--- src/core/dfc_pkg.sv ---
// Overview of operation
// - Mode 00: disabled, S1 S3 closed on entry; all open after reset
// - Mode 01: non-inverting, S0 S3 closed
// - Mode 10: inverting, S1 S2 closed
// - Mode 11: zero-volt input, S1 S3 closed
// - Disabled: analog off, comparator forced low
// - Four switch bits, one closes each
// - Mode 01 gain 000 opens S2 S3
// - Three-bit gain code, bits 5 to 3
// - Debounce comparator with filter code length
// - Filtered output readable at bit 7
// - Eight-bit reference code drives DAC
// - Two-bit select picks one comm input
// - Calibration readback bit follows cancel mode
// - Cancel mode bits for amp, comparator
// - Reference select bits choose input polarity
// - Six-bit and five-bit trim fields held
// - Unimplemented bits read as zero
package dfc_pkg;

  // Register byte offsets
  localparam logic [7:0] OFS_MODE_CTRL   = 8'h00;
  localparam logic [7:0] OFS_GAIN_FILTER = 8'h04;
  localparam logic [7:0] OFS_REF_LEVEL   = 8'h08;
  localparam logic [7:0] OFS_AMP_TRIM    = 8'h0c;
  localparam logic [7:0] OFS_CMP_TRIM    = 8'h10;
  localparam logic [7:0] OFS_MISC_CTRL   = 8'h14;

  // Field positions
  localparam int MODE_LSB   = 6;
  localparam int GAIN_LSB   = 3;
  localparam int FLT_LSB    = 0;
  localparam int RDBK_BIT   = 7;
  localparam int OUT_BIT    = 7;
  localparam int CMODE_BIT  = 7;
  localparam int CREF_BIT   = 6;
  localparam int CCMODE_BIT = 6;
  localparam int CCREF_BIT  = 5;

  // Mode field codes
  localparam logic [1:0] MODE_OFF  = 2'h0;
  localparam logic [1:0] MODE_NINV = 2'h1;
  localparam logic [1:0] MODE_INV  = 2'h2;
  localparam logic [1:0] MODE_ZERO = 2'h3;

  // Switch patterns, bit n is switch n
  localparam logic [3:0] SW_OFF  = 4'ha;
  localparam logic [3:0] SW_NINV = 4'h9;
  localparam logic [3:0] SW_INV  = 4'h6;
  localparam logic [3:0] SW_ZERO = 4'ha;
  localparam logic [3:0] SW_BUF_MASK = 4'h3;

  // Reset value and AHB transfer code
  localparam logic [7:0] RST_REG = 8'h00;
  localparam logic [1:0] HTRANS_NONSEQ = 2'h2;

  // Filter clock divide from the crystal clock
  localparam int FLT_DIV = 4;
  localparam logic [1:0] PRE_LAST = 2'(FLT_DIV - 1);

  // Block state
  typedef struct packed {
    logic [1:0] mode;
    logic [3:0] sw;
    logic [2:0] gain;
    logic [2:0] flt;
    logic [7:0] ref_lvl;
    logic       amp_cm;
    logic       amp_rs;
    logic [5:0] amp_trim;
    logic       cmp_cm;
    logic       cmp_rs;
    logic [4:0] cmp_trim;
    logic [1:0] in_sel;
    logic       demod_out;
    logic       irq;
    logic       cal_rb;
    logic [6:0] cnt;
    logic [1:0] pre;
    logic [3:0] sw_out;
    logic       en;
    logic       wr_pend;
    logic [7:0] wr_addr;
    logic [31:0] rdata;
    logic       ready;
  } dfc_state_t;

  // Analog control bundle
  typedef struct packed {
    logic       en;
    logic [3:0] sw;
    logic [2:0] gain;
    logic [7:0] dac_code;
    logic [1:0] in_sel;
    logic       amp_cm;
    logic       amp_rs;
    logic [5:0] amp_trim;
    logic       cmp_cm;
    logic       cmp_rs;
    logic [4:0] cmp_trim;
  } dfc_analog_t;

endpackage : dfc_pkg

--- src/core/dfc_top.sv ---
// The AHB-Lite register port and the placing of the registers were left to the implementer.
`timescale 1ns/1ps
`default_nettype none
module dfc_top
  import dfc_pkg::*;
(
  // Clock and reset
  input  wire logic        mclk_i,
  input  wire logic        arst_n_i,
  // AHB-Lite slave
  input  wire logic        hsel_i,
  input  wire logic [7:0]  haddr_i,
  input  wire logic [1:0]  htrans_i,
  input  wire logic        hwrite_i,
  input  wire logic [2:0]  hsize_i,
  input  wire logic [31:0] hwdata_i,
  input  wire logic        hready_i,
  output logic      [31:0] hrdata_o,
  output logic             hreadyout_o,
  output logic             hresp_o,
  // Analog front end
  input  wire logic        cmp_raw_i,
  input  wire logic        amp_cal_i,
  output dfc_analog_t      analog_o,
  // Demodulated result
  output logic             demod_out_o,
  output logic             demod_irq_o
);

  dfc_state_t st;
  dfc_state_t st_next;

  // Switch pattern for a mode code
  function automatic logic [3:0] mode_switches(input logic [1:0] m);
    unique case (m)
      MODE_OFF:  mode_switches = SW_OFF;
      MODE_NINV: mode_switches = SW_NINV;
      MODE_INV:  mode_switches = SW_INV;
      MODE_ZERO: mode_switches = SW_ZERO;
    endcase
  endfunction : mode_switches

  // Filter periods needed for a code, 2^n - 1
  function automatic logic [6:0] flt_limit(input logic [2:0] code);
    flt_limit = 7'((8'h01 << code) - 8'h01);
  endfunction : flt_limit

  // Register read mux on a given state
  function automatic logic [31:0] read_word(input dfc_state_t s, input logic [7:0] a);
    read_word = 32'h0;
    unique case (a)
      OFS_MODE_CTRL:   read_word[7:0] = {s.mode, 2'h0, s.sw};
      OFS_GAIN_FILTER: read_word[7:0] = {s.demod_out, 1'h0, s.gain, s.flt};
      OFS_REF_LEVEL:   read_word[7:0] = s.ref_lvl;
      OFS_AMP_TRIM:    read_word[7:0] = {s.amp_cm, s.amp_rs, s.amp_trim};
      OFS_CMP_TRIM:    read_word[7:0] = {s.cal_rb, s.cmp_cm, s.cmp_rs, s.cmp_trim};
      OFS_MISC_CTRL:   read_word[7:0] = {6'h0, s.in_sel};
      default:         read_word = 32'h0;
    endcase
  endfunction : read_word

  logic       addr_ok;
  logic [7:0] wb;
  logic       cmp_eff;
  logic       tick;

  // Next state: bus writes, switches, filter, readback
  always_comb begin
    st_next = st;
    wb      = hwdata_i[7:0];
    addr_ok = hsel_i && hready_i && (htrans_i == HTRANS_NONSEQ);
    // Data phase of a write
    if (st.wr_pend) begin
      unique case (st.wr_addr)
        OFS_MODE_CTRL: begin
          st_next.mode = wb[MODE_LSB +: 2];
          // New mode loads its pattern, same mode takes the written individual bits
          if (wb[MODE_LSB +: 2] != st.mode) begin
            st_next.sw = mode_switches(wb[MODE_LSB +: 2]);
          end else begin
            st_next.sw = wb[3:0];
          end
        end
        OFS_GAIN_FILTER: begin
          st_next.gain = wb[GAIN_LSB +: 3];
          st_next.flt  = wb[FLT_LSB +: 3];
        end
        OFS_REF_LEVEL: st_next.ref_lvl = wb;
        OFS_AMP_TRIM: begin
          st_next.amp_cm   = wb[CMODE_BIT];
          st_next.amp_rs   = wb[CREF_BIT];
          st_next.amp_trim = wb[5:0];
        end
        OFS_CMP_TRIM: begin
          st_next.cmp_cm   = wb[CCMODE_BIT];
          st_next.cmp_rs   = wb[CCREF_BIT];
          st_next.cmp_trim = wb[4:0];
        end
        OFS_MISC_CTRL: st_next.in_sel = wb[1:0];
        default: st_next.mode = st.mode;
      endcase
    end
    // Address phase capture
    st_next.wr_pend = addr_ok && hwrite_i;
    st_next.wr_addr = haddr_i;
    st_next.ready   = 1'b1;
    // Enable and switch drive with buffer override
    st_next.en     = (st_next.mode != MODE_OFF);
    st_next.sw_out = st_next.sw;
    if (st_next.mode == MODE_NINV && st_next.gain == 3'h0) begin
      st_next.sw_out = st_next.sw & SW_BUF_MASK;
    end
    // Comparator forced low while disabled
    cmp_eff = st.en && cmp_raw_i;
    // Filter clock prescaler
    tick        = (st.pre == PRE_LAST);
    st_next.pre = st.en ? 2'(st.pre + 2'h1) : 2'h0;
    // Debounce filter
    if (!st.en) begin
      st_next.cnt       = 7'h0;
      st_next.demod_out = 1'b0;
    end else if (st.flt == 3'h0) begin
      st_next.cnt       = 7'h0;
      st_next.demod_out = cmp_eff;
    end else if (cmp_eff == st.demod_out) begin
      st_next.cnt = 7'h0;
    end else if (tick) begin
      if (7'(st.cnt + 7'h1) >= flt_limit(st.flt)) begin
        st_next.cnt       = 7'h0;
        st_next.demod_out = cmp_eff;
      end else begin
        st_next.cnt = 7'(st.cnt + 7'h1);
      end
    end
    // One-cycle trigger on each output change
    st_next.irq = (st_next.demod_out != st.demod_out);
    // Calibration readback source
    if (st.amp_cm) begin
      st_next.cal_rb = amp_cal_i;
    end else if (st.cmp_cm) begin
      st_next.cal_rb = cmp_raw_i;
    end else begin
      st_next.cal_rb = 1'b0;
    end
    // Read data from the state after any pending write
    st_next.rdata = (addr_ok && !hwrite_i) ? read_word(st_next, haddr_i) : 32'h0;
  end

  // State register
  always_ff @(posedge mclk_i or negedge arst_n_i) begin
    if (!arst_n_i) begin
      st <= '0;
    end else begin
      st <= st_next;
    end
  end

  // Outputs straight from state
  assign hrdata_o          = st.rdata;
  assign hreadyout_o       = st.ready;
  assign hresp_o           = 1'b0;
  assign demod_out_o       = st.demod_out;
  assign demod_irq_o       = st.irq;
  assign analog_o.en       = st.en;
  assign analog_o.sw       = st.sw_out;
  assign analog_o.gain     = st.gain;
  assign analog_o.dac_code = st.ref_lvl;
  assign analog_o.in_sel   = st.in_sel;
  assign analog_o.amp_cm   = st.amp_cm;
  assign analog_o.amp_rs   = st.amp_rs;
  assign analog_o.amp_trim = st.amp_trim;
  assign analog_o.cmp_cm   = st.cmp_cm;
  assign analog_o.cmp_rs   = st.cmp_rs;
  assign analog_o.cmp_trim = st.cmp_trim;
endmodule : dfc_top
`default_nettype wire

--- config.mk ---
export PLATFORM = sky130hd
export DESIGN_NAME = dfc_top
export DESIGN_NICKNAME = d
export VERILOG_FILES = /design/src/core/dfc_pkg.sv /design/src/core/dfc_top.sv
export SDC_FILE = /design/constraint.sdc
export NUM_CORES = 1
export LEC_CHECK = 0
export ABC_AREA = 1
export BUFFER_PORTS_ARGS = -buffer_cell sky130_fd_sc_hd__buf_2
export CORE_MARGIN = 4
export CORE_UTILIZATION = 56
export DETAILED_ROUTE_END_ITERATION = 10
export PLACE_DENSITY = 0.93
export SLEW_MARGIN = 10
export SYNTH_ARGS = -nofsm -noshare
export SYNTH_HDL_FRONTEND = slang
export SYNTH_SLANG_ARGS = --single-unit
--- constraint.sdc ---
create_clock -name mclk_i -period 3.8 [get_ports mclk_i]
set_clock_uncertainty 0.05 [all_clocks]
set_input_delay 0.19 -clock mclk_i [delete_from_list [all_inputs] [get_ports mclk_i]]
set_output_delay 0.19 -clock mclk_i [all_outputs]
set_load 0.02 [all_outputs]
# [Yosys cells after proc, flatten, opt, wreduce, memory -nomap -nowiden]
# Cells that the tools add are included.
[op_classes] addsub=3 order_cmp=1 n_eq_ne=20 shifts=1 mux=26 reduce_logical=14
[ops] operator="$pmux W8 S6" count=1
[ops] operator="$mux W7" count=6
[ops] operator="$mux W37" count=1
[ops] operator="$eq A8 B4 Y1 const B" count=4
[ops] operator="$eq A8 B5 Y1 const B" count=4
[ops] operator="$mux W8" count=3
[ops] operator="$eq A8 B3 Y1 const B" count=2
[ops] operator="$logic_not A8 Y1" count=2
[ops] operator="$mux W4" count=3
[ops] operator="$pmux W4 S3" count=1
[ops] operator="$eq A2 B2 Y1 const B" count=4
[ops] operator="$add A7 B1 Y7 const B" count=1
[ops] operator="$ge A7 B7 Y1" count=1
[ops] operator="$mux W1" count=7
[ops] operator="$shl A1 B3 Y7 const A" count=1
[ops] operator="$sub A7 B1 Y7 const B" count=1
[ops] operator="$logic_and A1 B1 Y1" count=6
[ops] operator="$logic_not A3 Y1" count=2
[ops] operator="$mux W2" count=3
[ops] operator="$mux W6" count=1
[ops] operator="$eq A2 B1 Y1 const B" count=2
[ops] operator="$ne A4 B1 Y1 const B" count=1
[ops] operator="$add A2 B1 Y2 const B" count=1
[ops] operator="$logic_not A2 Y1" count=1
[ops] operator="6 further kinds" count=6
[word_totals] reg_bits=71 inputBits=52 output_inout_bits=69 wordCells=87

# [Logic depth before layout (Yosys ltp)]
[logic_depth] word_depth=10 ltp_mapped=15 ltp_nobuf=15

# [Worst setup path before layout]
# No wires, ideal clock.
[synth_timing] kind="flip-flop to flip-flop" startpoint="reg st[49] (netlist name)" endpoint="reg st, in the netlist hrdata_o[7]" setup_time_ns=0.081 t_arrival_ns=1.971 required_time_ns=3.669 path_slack_ns=1.699 path_stages_with_launch=16 path_buffers=0 synth_period_minus_slack_ns=2.101 cell_sequence="dfrtp_1 ha_1 nand3_1 nor2_1 nand2_1 xor2_1 ha_1 nand2_1 inv_1 a21oi_1 nand2_1 nand2_1 nand2_1 nand2_1 nand3_1 a21oi_1"
[synth_lines] item="from (decl)" line="dfc_top.sv:30" source="dfc_state_t st;"
[synth_lines] item="from (signal assigned)" line="dfc_top.sv:154" source="st <= st_next;"

==> run summary <==
footprint of the multi-input gates - 1630 µm²
fmax - 415 MHz
number of port buffers - 68
DR iter-0 viols - 258
Final setup viols - 0
share of layout cells above drive strength 1 - 0.211
CP required - 4.01 ns
Seq pwr share - 0.502
first-pass GRT wire length - 15.1 mm
Mapped Area - 4040 µm²
final setup TNS - 0 ns
Crit Path Category - register to register
drt pass-1 iters - 5
Chip Width - 93.0 µm
Gate power share - 0.102
Most used DFF post-synth - dfrtp_1
sequential fraction of the synthesis area - 0.427
Nets - 606
number of antenna diodes - 0
Clock power frac - 0.397
global-route usage over all layers - 0.225
drt drc - 0
CTS root buffer - clkbuf_8
row count - 30
DIE HEIGHT - 93.0 µm
CTS tree - done
worst hold margin - -0.0241 ns
top layer in use - met4
Int Pwr - 1130 µW
Via density - 5.05
top cell type's share of synthesized area - 0.427
CTS H-Tree Depth - 3
commonest cells in the netlist - 119 x nand2_1, 69 x dfrtp_1, 67 x buf_4, 66 x inv_1, 41 x nand3_1
status - finished with violations
drt total wl - 9.24 mm
largest net degree at the start of global routing - 47
GP Congestion - 0.926
critical path peak fanout - 5
Avg WL per Cell - 14.3 µm
Pwr Density - 351 nW/µm²
Syn. warnings - 0
slew margin rel. - 0.320
postcts setup bufs - 0
CTS sink count - 69
met2 WL - 4.52 mm
number of buffers created by CTS - 9
minimum clock period - 2.41 ns
Post-synth ARST share - 1.00
clock slew at reported path FFs - 0.08 ns
distinct cell type count after synthesis - 34
Seq cells post-synth - 69
area delta synth->final - 7.58%
Max-Cap Viols - 0
CTS max path bufs - 2
core area - 6910 µm²
Peak VDD IR - 203 µV
# fillers - 616
most frequent cell after synthesis - nand2_1
placed insts - 622
LEAKAGE - 0.00242 µW
final std cells w/o fill - 645
CP endpoint kind - register
Final Total Pwr - 1530 µW
vias - 3257
Worst setup SP type - register
Worst Hold Class - primary input to async pin
syn avg cell area - 8.04 µm²
slew of the pin with the lowest slew margin - 1.02 ns
grt ovf - 0
wl on met1 - 3.87 mm
num ports - 121
failing checks - hold timing
Die ar. - 8640 µm²
DRT antenna net count - 0
Final Cycle Share - 0.635
Synth Instances - 503
WP data arrival - 2.62 ns
RSZ-0062 raised after global routing - false
HPWL Detailed - 6.87 mm
final hold vios - 45
net switching fraction of the power - 0.257
Pins Over Slew Limit - 0
Reg2Reg Depth - 15
top post-synthesis cells by area - dfrtp_1 43%, buf_4 12%, nand2_1 11%
met3 routed WL - 612 µm
vias in the first global route - 3260
antenna violations before repair - 0
post-layout util - 0.630
EDFF count, synth - 0
switching power - 392 µW
Worst-Skew Late Latency - 0.35 ns
initial core utilization - 0.585
Synth area leader - dfrtp_1
storage element area - 1730 µm²
==> power groups by stage <==
stage	Sequential [µW]	Clock, µW	Combinational [µW]
2_1_floorplan	777	0	115
3_3_place_gp	778	0	141
3_5_place_dp	779	0	147
4_1_cts	765	613	154
5_1_grt	767	642	178
6_report	765	605	155
==> critical path: stages, from the launching register on <==
cell and delay [ns]:
dfrtp_1 0.42, ha_1 0.22, nand3_1 0.13, nor2_1 0.12, nand2_1 0.07, xor2_1 0.16
ha_1 0.31, nand2_1 0.08, inv_1 0.04, a21oi_1 0.17, nand2_1 0.07, nand2_1 0.11
nand2_1 0.06, nand2_1 0.08, nand3_1 0.08, a21oi_1 0.18
==> logic make-up (layout without fill, tap and decap cells) <==
group	count (synthesis)	after routing	share of synthesized area
DFF	69	69	0.427
adders and majority gates	9	9	0.0279
xor gates and xnor gates	8	8	0.0173
and+or+nand+nor	233	233	0.260
buffers and inverters	138	160	0.193
other	2	26	0.00186
AOI/OAI and AO/OA	44	44	0.0734
==> metrics by stage <==
stage / setup WS [ns] / area [µm²]
6_report: 1.39 / 4350
5_1_grt: 1.10 / 4350
4_1_cts: 1.41 / 4350
3_5_place_dp: 1.42 / 4080
3_3_place_gp: 1.52 / 4080
2_1_floorplan: 1.70 / 4130
==> timing repair <==
item                      in CTS  in global routing
gates resized for setup        0                  0
hold endpoints to repair       8                  0
hold buffers                   8                  0
==> path summary, 6_finish.rpt <==
kind	from	endpoint	slack, ns
setup reg to reg	st[49]	hrdata_o[7]	1.39
hold / removal	arst_n_i	hreadyout_o	-0.02
setup / recovery	st[49]	hrdata_o[7]	1.39
min in group mclk_i	hwrite_i	st[41]	0.02
max in group asynchronous	arst_n_i	st[33]	2.85
hold reg to reg	st[47]	st[47]	0.39
==> final cells by class <==
type | count | area share
timing repair buffer | 77 | 0.0984
sequential | 69 | 0.397
multi-input combinational | 320 | 0.374
clock buffer | 14 | 0.0374
clock inverter | 1 | 0.00690
inverter | 68 | 0.0587
tap | 96 | 0.0276
==> flip-flops by register name (all words and copies together), names as in the netlist <==
signal       cells
analog_o        33
st              25
hrdata_o         8
demod_irq_o      1
demod_out_o      1
hreadyout_o      1
==> routing by layer <==
layer,track usage,vias to the layer above
li1,-,1563
met4,0.104,0
met2,0.376,147
met3,0.0479,23
met5,0,-
met1,0.279,1524
==> cells in the final DEF (no fill, tap or decap), types with 4 or more instances in the layout <==
cell / Yosys / routed
o21ai_1: 5 / 5
nor2_1: 38 / 38
conb_1: 2 / 26
nor2_4: 4 / 4
and2_1: 8 / 8
o21ai_2: 8 / 8
nand3_1: 41 / 41
clkbuf_8: 0 / 11
nor2_2: 6 / 6
nand2_2: 6 / 6
dfrtp_1: 69 / 69
o21a_1: 6 / 6
xor2_1: 6 / 6
ha_1: 9 / 9
buf_2: 2 / 68
dlygate4sd3_1: 0 / 8
o211ai_1: 5 / 5
o21ai_0: 6 / 6
nand2_1: 119 / 119
inv_1: 66 / 66
a21oi_1: 7 / 7
No activity file was read; power rests on OpenSTA's default activity.
